[src/dbc_cfg.svh]
// Constants of the breakpoint comparator block: reset values, field
// positions, masks and status codes. Definitions only.
`ifndef DBC_CFG_SVH
`define DBC_CFG_SVH

`define DBC_NUM_BP 6
`define DBC_NUM_PROG 4
`define DBC_BP_WIDTH 16
`define DBC_SEL_WIDTH 3
`define DBC_BP_RESET 16'hFFFF
`define DBC_FULL_MASK 16'hFFFF
`define DBC_REG_MASK 16'h01FF
`define DBC_MOD_LSB 0
`define DBC_MOD_MSB 3
`define DBC_IDX_LSB 4
`define DBC_IDX_MSB 8
`define DBC_RD_IDLE 16'h0000
`define DBC_ST_NONDEBUG 2'h0
`define DBC_ST_DEBUG_IDLE 2'h1

`endif

[src/dbc_pkg.sv]
// Types shared by the breakpoint comparator block.
// Assumes dbc_cfg.svh is on the include path.
`include "dbc_cfg.svh"

package dbc_pkg;
    typedef logic [`DBC_BP_WIDTH-1:0] dbc_word_t;
    typedef logic [1:0] dbc_status_t;
    typedef enum logic [2:0] {
        DBC_RUN = 3'h1,
        DBC_HOLD = 3'h2,
        DBC_DEBUG = 3'h4
    } dbc_state_t;
endpackage

[src/dbc_breakpoints.sv]
// Breakpoint registers and comparators of the debug engine.
// Assumes decoded background read/write strobes from the TAP side and
// one cpu_step pulse per executed instruction with its buses valid.
//
// How it works
// - Six host-configurable breakpoint registers exist.
// - First four are 16-bit program address breakpoints.
// - Program address equal to register forces break.
// - Last two: data address or register breakpoint.
// - Registers accessed only by background host commands.
// - Debug enable compares program addresses every instruction.
// - Program match hands CPU over to debug.
// - Select low: compare against data address bus.
// - Select high: compare destination module and index.
// - Bits 3:0 module, 8:4 index, rest unused.
// - Data address match hands CPU to debug.
// - All registers reset to ones, also TAP reset.
// - Enable gates all; select picks last two's mode.
// - Prefix-activating match defers break to the next non-prefixed instruction.
// - Break turns status from non-debug to debug-idle.
`timescale 1ns/100ps
`include "dbc_cfg.svh"

module dbc_breakpoints import dbc_pkg::*; #(
    parameter int NUM_BP = `DBC_NUM_BP,
    parameter int NUM_PROG = `DBC_NUM_PROG
) (
    input wire logic clk,
    input wire logic rstn,
    input wire logic tap_logic_reset,
    input wire logic bg_wr,
    input wire logic bg_rd,
    input wire logic [`DBC_SEL_WIDTH-1:0] bg_sel,
    input wire dbc_word_t bg_wdata,
    output dbc_word_t bg_rdata,
    output logic bg_rvalid,
    input wire logic debug_enable_bit,
    input wire logic register_break_select,
    input wire logic cpu_step,
    input wire dbc_word_t prog_addr,
    input wire logic data_addr_valid,
    input wire dbc_word_t data_addr,
    input wire logic dest_valid,
    input wire logic [`DBC_MOD_MSB:`DBC_MOD_LSB] dest_module,
    input wire logic [`DBC_IDX_MSB-`DBC_IDX_LSB:0] dest_index,
    input wire logic prefix_set,
    input wire logic debug_exit,
    output logic break_req,
    output logic [NUM_BP-1:0] break_source,
    output dbc_status_t status_bits
);
    dbc_word_t bp [NUM_BP];
    dbc_state_t state;
    dbc_state_t next_state;
    logic [NUM_BP-1:0] hit;

    // Host access decode; selectors past the last register are ignored
    wire sel_ok = (bg_sel < `DBC_SEL_WIDTH'(NUM_BP));
    wire wr_hit = bg_wr && sel_ok;
    wire dbc_word_t rd_word = sel_ok ? bp[bg_sel] : `DBC_RD_IDLE;

    // Storage; TAP logic reset outranks a write in the same cycle
    always_ff @(posedge clk) begin
        if (!rstn || tap_logic_reset) begin
            for (int k = 0; k < NUM_BP; k++) begin
                bp[k] <= `DBC_BP_RESET;
            end
        end else if (wr_hit) begin
            bp[bg_sel] <= bg_wdata;
        end
    end

    always_ff @(posedge clk) begin
        if (!rstn) begin
            bg_rdata <= `DBC_RD_IDLE;
            bg_rvalid <= 1'b0;
        end else begin
            bg_rdata <= bg_rd ? rd_word : bg_rdata;
            bg_rvalid <= bg_rd;
        end
    end

    // Shared probe of the two dual-mode comparators
    wire dbc_word_t reg_probe =
        {7'h00, dest_index, dest_module};
    wire dbc_word_t dual_probe =
        register_break_select ? reg_probe : data_addr;
    wire dbc_word_t dual_mask =
        register_break_select ? `DBC_REG_MASK : `DBC_FULL_MASK;
    wire dual_valid = cpu_step &&
        (register_break_select ? dest_valid : data_addr_valid);

    genvar g;
    generate
        for (g = 0; g < NUM_BP; g++) begin : g_cmp
            if (g < NUM_PROG) begin : g_prog
                dbc_cmp u_cmp (
                    .value(bp[g]),
                    .probe(prog_addr),
                    .mask(`DBC_FULL_MASK),
                    .probe_valid(cpu_step),
                    .hit(hit[g])
                );
            end else begin : g_dual
                dbc_cmp u_cmp (
                    .value(bp[g]),
                    .probe(dual_probe),
                    .mask(dual_mask),
                    .probe_valid(dual_valid),
                    .hit(hit[g])
                );
            end
        end
    endgenerate

    wire any_hit = debug_enable_bit && (|hit);
    wire take_break = (next_state == DBC_DEBUG) && (state != DBC_DEBUG);

    // Matches in debug mode are ignored until the host returns
    always_comb begin
        next_state = state;
        unique case (state)
            DBC_RUN: begin
                if (any_hit) begin
                    // Prefix must finish with its operation first
                    next_state = prefix_set ?
                        DBC_HOLD : DBC_DEBUG;
                end
            end
            DBC_HOLD: begin
                if (!debug_enable_bit) begin
                    next_state = DBC_RUN;
                end else if (cpu_step && !prefix_set) begin
                    next_state = DBC_DEBUG;
                end
            end
            DBC_DEBUG: begin
                if (debug_exit) begin
                    next_state = DBC_RUN;
                end
            end
            default: next_state = DBC_RUN;
        endcase
    end

    always_ff @(posedge clk) begin
        if (!rstn) begin
            state <= DBC_RUN;
            break_req <= 1'b0;
            break_source <= '0;
            status_bits <= `DBC_ST_NONDEBUG;
        end else begin
            state <= next_state;
            break_req <= take_break;
            if (state == DBC_RUN && any_hit) begin
                break_source <= hit;
            end
            status_bits <= (next_state == DBC_DEBUG) ?
                `DBC_ST_DEBUG_IDLE : `DBC_ST_NONDEBUG;
        end
    end

    wire prog0_hit = cpu_step && (prog_addr == bp[0]);

    a_no_break_off: assert property (
        @(posedge clk) disable iff (!rstn)
        !debug_enable_bit |=> !break_req)
        else $error("break raised with debug disabled");

    a_prog_match: assert property (
        @(posedge clk) disable iff (!rstn)
        state == DBC_RUN && debug_enable_bit && prog0_hit && !prefix_set
        |=> break_req && status_bits == `DBC_ST_DEBUG_IDLE)
        else $error("program match gave no break");

    a_data_match: assert property (
        @(posedge clk) disable iff (!rstn)
        state == DBC_RUN && debug_enable_bit && !register_break_select &&
        cpu_step && data_addr_valid && data_addr == bp[4] && !prefix_set
        |=> break_req)
        else $error("data address match gave no break");

    a_reg_match: assert property (
        @(posedge clk) disable iff (!rstn)
        state == DBC_RUN && debug_enable_bit && register_break_select &&
        cpu_step && dest_valid && reg_probe[8:0] == bp[5][8:0] &&
        !prefix_set
        |=> break_req ##1 !break_req)
        else $error("register match gave no single break");

    a_prefix_defer: assert property (
        @(posedge clk) disable iff (!rstn)
        state == DBC_RUN && any_hit && prefix_set
        |=> !break_req && state == DBC_HOLD)
        else $error("prefixed match did not defer");

    a_status_debug: assert property (
        @(posedge clk) disable iff (!rstn)
        break_req |-> status_bits == `DBC_ST_DEBUG_IDLE &&
        $past(status_bits) == `DBC_ST_NONDEBUG)
        else $error("status did not move to debug idle");

    a_reset_ones: assert property (
        @(posedge clk) disable iff (!rstn)
        tap_logic_reset |=> bp[0] == `DBC_BP_RESET &&
        bp[5] == `DBC_BP_RESET)
        else $error("breakpoints not reset to ones");

    a_write_store: assert property (
        @(posedge clk) disable iff (!rstn)
        bg_wr && bg_sel == 3'h2 && !tap_logic_reset
        |=> bp[2] == $past(bg_wdata))
        else $error("host write not stored");

    a_read_return: assert property (
        @(posedge clk) disable iff (!rstn)
        bg_rd |=> bg_rvalid && bg_rdata == $past(rd_word))
        else $error("host read returned wrong word");

    a_debug_quiet: assert property (
        @(posedge clk) disable iff (!rstn)
        state == DBC_DEBUG && !debug_exit |=> !break_req [*2])
        else $error("break repeated in debug mode");
endmodule // dbc_breakpoints

[src/dbc_cmp.sv]
// One masked equality comparator between a breakpoint word and a probe.
// Assumes probe and its valid are stable in the cycle they are sampled.
`timescale 1ns/100ps

module dbc_cmp import dbc_pkg::*; (
    input wire dbc_word_t value,
    input wire dbc_word_t probe,
    input wire dbc_word_t mask,
    input wire logic probe_valid,
    output logic hit
);
    wire dbc_word_t diff = (value ^ probe) & mask;

    assign hit = probe_valid && (diff == '0);
endmodule // dbc_cmp

[config.mk]
export PLATFORM = sky130hd
export DESIGN_NAME = dbc_breakpoints
export DESIGN_NICKNAME = d
export VERILOG_FILES = /design/src/dbc_pkg.sv /design/src/dbc_breakpoints.sv /design/src/dbc_cmp.sv
export VERILOG_INCLUDE_DIRS = /design/src
export SDC_FILE = /design/constraint.sdc
export NUM_CORES = 1
export LEC_CHECK = 0
export BUFFER_PORTS_ARGS = -buffer_cell sky130_fd_sc_hd__buf_2
export CAP_MARGIN = 20
export CORE_ASPECT_RATIO = 1.2
export CORE_MARGIN = 3
export CORE_UTILIZATION = 42
export CTS_CLUSTER_SIZE = 20
export DETAILED_ROUTE_END_ITERATION = 12
export HOLD_SLACK_MARGIN = 0.02
export PLACE_DENSITY_LB_ADDON = 0.12
export SETUP_SLACK_MARGIN = 0.15
export SLEW_MARGIN = 25
export SYNTH_ARGS = -nofsm -noshare
export SYNTH_HDL_FRONTEND = slang
export SYNTH_SLANG_ARGS = --single-unit
[constraint.sdc]
create_clock -name clk -period 3.35 [get_ports clk]
set_input_delay 0.1675 -clock clk [delete_from_list [all_inputs] [get_ports clk]]
set_output_delay 0.1675 -clock clk [all_outputs]
set_load 0.05 [all_outputs]
==> metrics.yaml, run 1 <==
worstPathCellList: "nor4bb_1 > a31oi_1 > o32ai_1 > a41oi_1 > or4_1 > o21ba_1 > a311oi_2"
clkTransAtPathRegs_ns: 0.05
die_h_um: 143.9
cts_htree_levels: 4
pin_count: 98
timing.final.crit_share: 0.7185
clock_sinks: 124
cts_made_buffers: 17
drive_above_1_share: 0.2580
drv_cap: 0
grt_pass1_wl_um: 28010
critPathSlowestCell: "or4_1"
yosysWarnings: 0
place_inst: 863
fin_setup_tns_ns: 0
clock-skew-final_ns: 0.006892
gp_congestion: 0.9341
grt_max_degree: 34
fillCellCount: 1366
yosys-top-cells-area: "edfxtp_1 43%, xnor2_1 9.2%, dfxtp_1 8.4%, mux4_2 5.4%, nand2b_1 3.6%"
drt_iter0_markers: 531
global_route.overflow_total: 0
finalSetupViolCount: 0
core-area_um2: 15270
num_rows: 49
met3_length_um: 1276
worst_ep_arrival_time_ns: 2.73
die_w_um: 120.9
wl_met2_um: 8979
max_slew_margin: 0.4392
period_needed_ns: 2.407
antenna_found_initial: 0
clk_latency_ns: 0.42
synth_top_area_frac: 0.4332
synthArstFlopShare: 0
cts_setup_buffers: 0
io_buffer_count: 96
powerDensity_nw_per_um2: 513.1
hold_viol: 0
postRouteAntennaNets: 0
first_global_vias: 4875
status: "completed"
met1Wirelength_um: 8021
ys_seq_area_frac: 0.5174
cpPeakStageDelay_ns: 0.72
drc: 0
routed.top_layer: "met4"
synthCells: 581
start_util: 0.4359
rsz0062_at_grt: "no"
cp-end-kind: "register"
yosysTopAreaCell: "edfxtp_1"
vias: 4912
layout.nets: 750
cts-root-buf: "clkbuf_16"
hold_path.class: "in -> reg"
final_max_slew_viol_count: 0
p_leak_nw: 2.705
viasPerCell: 5.494
instances_no_fill: 894
critPathRequiredTime_ns: 3.68
syn_area_per_cell_um2: 11.45
syn2layout_area_growth_pct: 18.59
synth_nets: 653
n_antenna_cell: 0
yosys_most_used_dff: "edfxtp_1"
ys_seq_elements: 124
hold_buffers: 0
peakVddDrop_mv: 0.3440
fin_util: 0.5170
drtPass1Iterations: 5
clockBufferDepth: 2
drt-total-wl_um: 18650
dieArea_um2: 17400
start_kind: "register"
max_freq_ghz: 0.4154
worst_pin_slew_ns: 0.8412
final_cell_mix: "96 x edfxtp_1, 96 x buf_2, 70 x xnor2_1, 57 x nand2_1, 54 x nor2_1"
cts_resized: 0
grt_use_total: 0.2211
path_max_fanout: 5
wl_per_cell_um: 20.86
hpwl_um: 14470
cts_tree: "done"
syn_area_um2: 6655
synth_edf_count: 96
ys_types: 48
criticalPathCategory: "reg -> reg"
-- routing by layer --
layer,global-route usage,vias up
li1,-,2301
met1,0.2925,2375
met2,0.3642,213
met3,0.04528,23
met4,0.07578,0
met5,0,-
-- stage by stage --
step | total power [mW] | instance area [um^2] | worst slack (ns) | hold slack, ns
floorplan | 2.177 | 6655 | 0.8295 | 0.2948
global placement | 2.373 | 7353 | 0.7965 | 0.4575
detailed placement | 2.380 | 7353 | 0.7631 | 0.4686
CTS | 4.068 | 7893 | 0.9362 | 0.03803
global route | 4.192 | 7893 | 0.7532 | 0.06030
finish | 4.049 | 7893 | 0.9429 | 0.05302
-- kinds of logic (layout without fill, tap and decap cells) --
family | Yosys count | in the layout | share of synthesized area
and+or+nand+nor | 204 | 204 | 0.1530
AOI/OAI and AO/OA | 68 | 68 | 0.07595
muxes | 42 | 42 | 0.09889
xor gates and xnor gates | 90 | 90 | 0.1184
buffers and inverters | 52 | 161 | 0.03572
other | 1 | 1 | 0.0005635
DFF | 124 | 124 | 0.5174
-- state kept, by name (all words and copies together), names as in the netlist --
signal        flops
status_bits       1
break_source      6
state             3
bg_rdata         16
bg_rvalid         1
bp               96
break_req         1
-- cell type report --
cell class | instances | area [um^2] | share of cell area
tap | 204 | 255.2 | 0.03234
sequential | 124 | 3443 | 0.4363
inverter | 21 | 78.83 | 0.009987
clock buffer | 20 | 436.7 | 0.05533
multi-input combinational | 405 | 2998 | 0.3798
timing repair buffer | 109 | 578.1 | 0.07324
clock inverter | 11 | 102.6 | 0.01300
-- worst paths after layout --
kind	start	to	slack [ns]	depth (start not counted)
max	bp[4][12]	break_source[4]	0.94	7
min	bg_wdata[3]	bp[2][3]	0.05	2
max reg2reg	bp[4][12]	break_source[4]	0.94	7
min reg2reg	break_source[5]	break_source[5]	0.48	2
-- worst max-delay path, delay by kind of cell (launching register included) --
| family | cells | cell delay [ns] |
|---|---|---|
| flip-flops | 1 | 0.42 |
| AND/OR/NAND/NOR | 2 | 0.99 |
| AO/OA/AOI/OAI | 5 | 0.89 |
-- power breakdown --
group / internal, mW / switching, mW
registers: 1.75 / 0.0676
clock network: 1.07 / 0.629
logic: 0.219 / 0.316
-- cell usage after synthesis (all sizes together), types with 2 or more instances --
library cell / number
nand3: 6
a41o: 2
mux4: 16
o32ai: 7
and2: 2
nor4bb: 6
nand4: 14
nor4: 10
or3: 2
nand2: 58
o221a: 2
nor3: 9
xnor2: 70
mux2i: 9
nand2b: 38
edfxtp: 96
inv: 21
o21ai: 5
mux2: 17
a31oi: 10
a22oi: 16
xor2: 20
buf: 8
dfxtp: 28
clkbuf: 23
a211oi: 16
nor2: 54
a21oi: 6
No activity file was read; power rests on OpenSTA's default activity.
==> run 2: changes to the inputs <==
==> constraint.sdc (replaced) <==
create_clock -name clk -period 2.3 [get_ports clk]
set_input_delay 0.115 -clock clk [delete_from_list [all_inputs] [get_ports clk]]
set_output_delay 0.115 -clock clk [all_outputs]
set_load 0.05 [all_outputs]
==> metrics.yaml, run 2 (synthesis gave the netlist of run 1 again) <==
status: "completed"
io_buffer_count: 96  # unchanged
drv_cap: 0  # unchanged
gp_congestion: 0.9213  # -1.4%
viasPerCell: 5.403  # -1.7%
drt-total-wl_um: 18910  # +1.4%
num_rows: 49  # unchanged
cpPeakStageDelay_ns: 0.51  # -0.21 ns
fin_util: 0.5482  # +0.03114
p_seq_frac: 0.408  # -0.040
cp_top_family: "compound AO/OA/AOI/OAI gates"
p_int_mw: 4.919  # +62%
cts_made_buffers: 17  # unchanged
top_regs: "bp: 96 flops, bg_rdata: 16 flops, break_source: 6 flops"
critPathSlowestCell: "or4_4"
first_global_vias: 5211  # +6.9%
antenna_found_initial: 0  # unchanged
postRouteAntennaNets: 0  # unchanged
worstPathCellList: "nor4bb_2 > a31oi_1 > o32ai_2 > a41oi_2 > or4_4 > o21ba_4 > a311oi_2"
max_freq_ghz: 0.4661  # +12%
hold_path.class: "in -> reg"
drt_iter0_markers: 444  # -16%
drive_above_1_share: 0.2938  # +0.03582
powerDensity_nw_per_um2: 772.8  # +51%
clk_latency_ns: 0.43  # about the same
core-area_um2: 15270  # unchanged
fin_setup_tns_ns: 0  # unchanged
global_route.overflow_total: 0  # unchanged
syn2layout_area_growth_pct: 25.74
start_util: 0.4359  # unchanged
hold_viol: 0  # unchanged
path_max_fanout: 4  # -1
criticalPathCategory: "reg -> reg"
final_cell_mix: "96 x edfxtp_1, 96 x buf_2, 70 x xnor2_1, 57 x nand2_1, 53 x nor2_1"
cp-end-kind: "register"
n_antenna_cell: 0  # unchanged
vias: 5019  # +2.2%
finalSetupViolCount: 0  # unchanged
clock-skew-final_ns: 0.01227  # +0.005383 ns
p_sw_mw: 1.548  # +53%
worst_ep_arrival_time_ns: 2.47  # -0.26 ns
clkTransAtPathRegs_ns: 0.06  # about the same
max_flop_register: "bp"
rsz0062_at_grt: "yes"
clkPwrFrac: 0.461  # +0.041
hpwl_um: 14930  # +3.2%
layout.nets: 784  # +4.5%
dieArea_um2: 17400  # unchanged
wl_per_cell_um: 20.35  # -2.4%
p_sw_frac: 0.2393  # -0.01096
drc: 0  # unchanged
cts-root-buf: "clkbuf_16"
peakVddDrop_mv: 0.4619  # +34%
cts_tree: "done"
clockBufferDepth: 2  # unchanged
start_kind: "register"
grt_pass1_wl_um: 28920  # +3.2%
worst_pin_slew_ns: 0.6821  # -0.1591 ns
timing.final.crit_share: 0.9328  # +0.2143
p_leak_nw: 2.917  # +7.8%
pin_count: 98  # unchanged
period_needed_ns: 2.145  # -0.2616 ns
instances_no_fill: 929  # +3.9%
max_slew_margin: 0.5453  # +0.1061
combPwrFrac: 0.131  # about the same
die_h_um: 143.9  # unchanged
final_max_slew_viol_count: 0  # unchanged
clock_sinks: 124  # unchanged
critPathBufInv: 0  # unchanged
cts_htree_levels: 4  # unchanged
grt_max_degree: 34  # unchanged
largest_reg_flops: 96  # unchanged
die_w_um: 120.9  # unchanged
grt_use_total: 0.2263  # +0.005165
drtPass1Iterations: 5  # unchanged
place_inst: 881  # +2.1%
critPathRequiredTime_ns: 2.63  # -1.05 ns
-- run 2: cell count changes in the layout (fill, tap and decap cells not counted), sizes merged --
cell / previous run / this run
clkbuf: 20 / 18
bufinv: 2 / 6
dlygate4sd3: 0 / 14
buf: 109 / 129
clkinvlp: 1 / 3
clkinv: 8 / 5
-- run 2: metrics by stage --
stage                     hold WS (ns)  area, um^2  power, mW  setup WS, ns
after floorplan                 0.2423        6666      3.173        0.1024
after global placement          0.4264        7506      3.489      -0.02112
after detailed placement        0.4315        7506      3.502       -0.1519
after CTS                      0.02710        8346      6.491        0.1235
after global routing           0.04145        8368      6.674       0.05390
final                          0.03785        8368      6.467        0.1545
-- run 2: layout make-up --
type / instances / area [um^2]
well taps: 204 / 255.2
repair buffers: 143 / 880.8
multi-input cells: 405 / 3057
clock buffers: 18 / 429.2
flip-flops and latches: 124 / 3443
inverters: 21 / 78.83
fillers: 1312 / 6898
clock inverters: 14 / 224.0
-- run 2: per-layer routing --
layer	wire length [um]	GRT usage
met1	7974	0.2930
met3	1314	0.05079
met5	0	0
met4	586	0.09845
met2	9032	0.3665
-- run 2: repair_timing --
item                       4_1_cts  5_1_grt
setup endpoints to repair       11       11
resized for setup                5        3
hold endpoints to repair        25        0
setup buffers                    2        0
pin swaps                        6        1
hold buffers                    14        0
-- run 2: final timing paths --
kind | from | to | slack [ns] | cells after the start
worst max-delay path | bp[4][12] | break_source[4] | 0.15 | 7
worst min-delay path | bg_wdata[10] | bp[2][10] | 0.04 | 2
worst max register to register | bp[4][12] | break_source[4] | 0.15 | 7
worst min register to register | break_source[5] | break_source[5] | 0.47 | 2
-- run 2: power groups by stage --
stage,Sequential (mW),Clock (mW),Combinational [mW]
2_1_floorplan,2.73,0,0.442
3_3_place_gp,2.68,0,0.811
3_5_place_dp,2.68,0,0.820
4_1_cts,2.64,3.01,0.846
5_1_grt,2.65,3.11,0.908
6_report,2.64,2.98,0.845
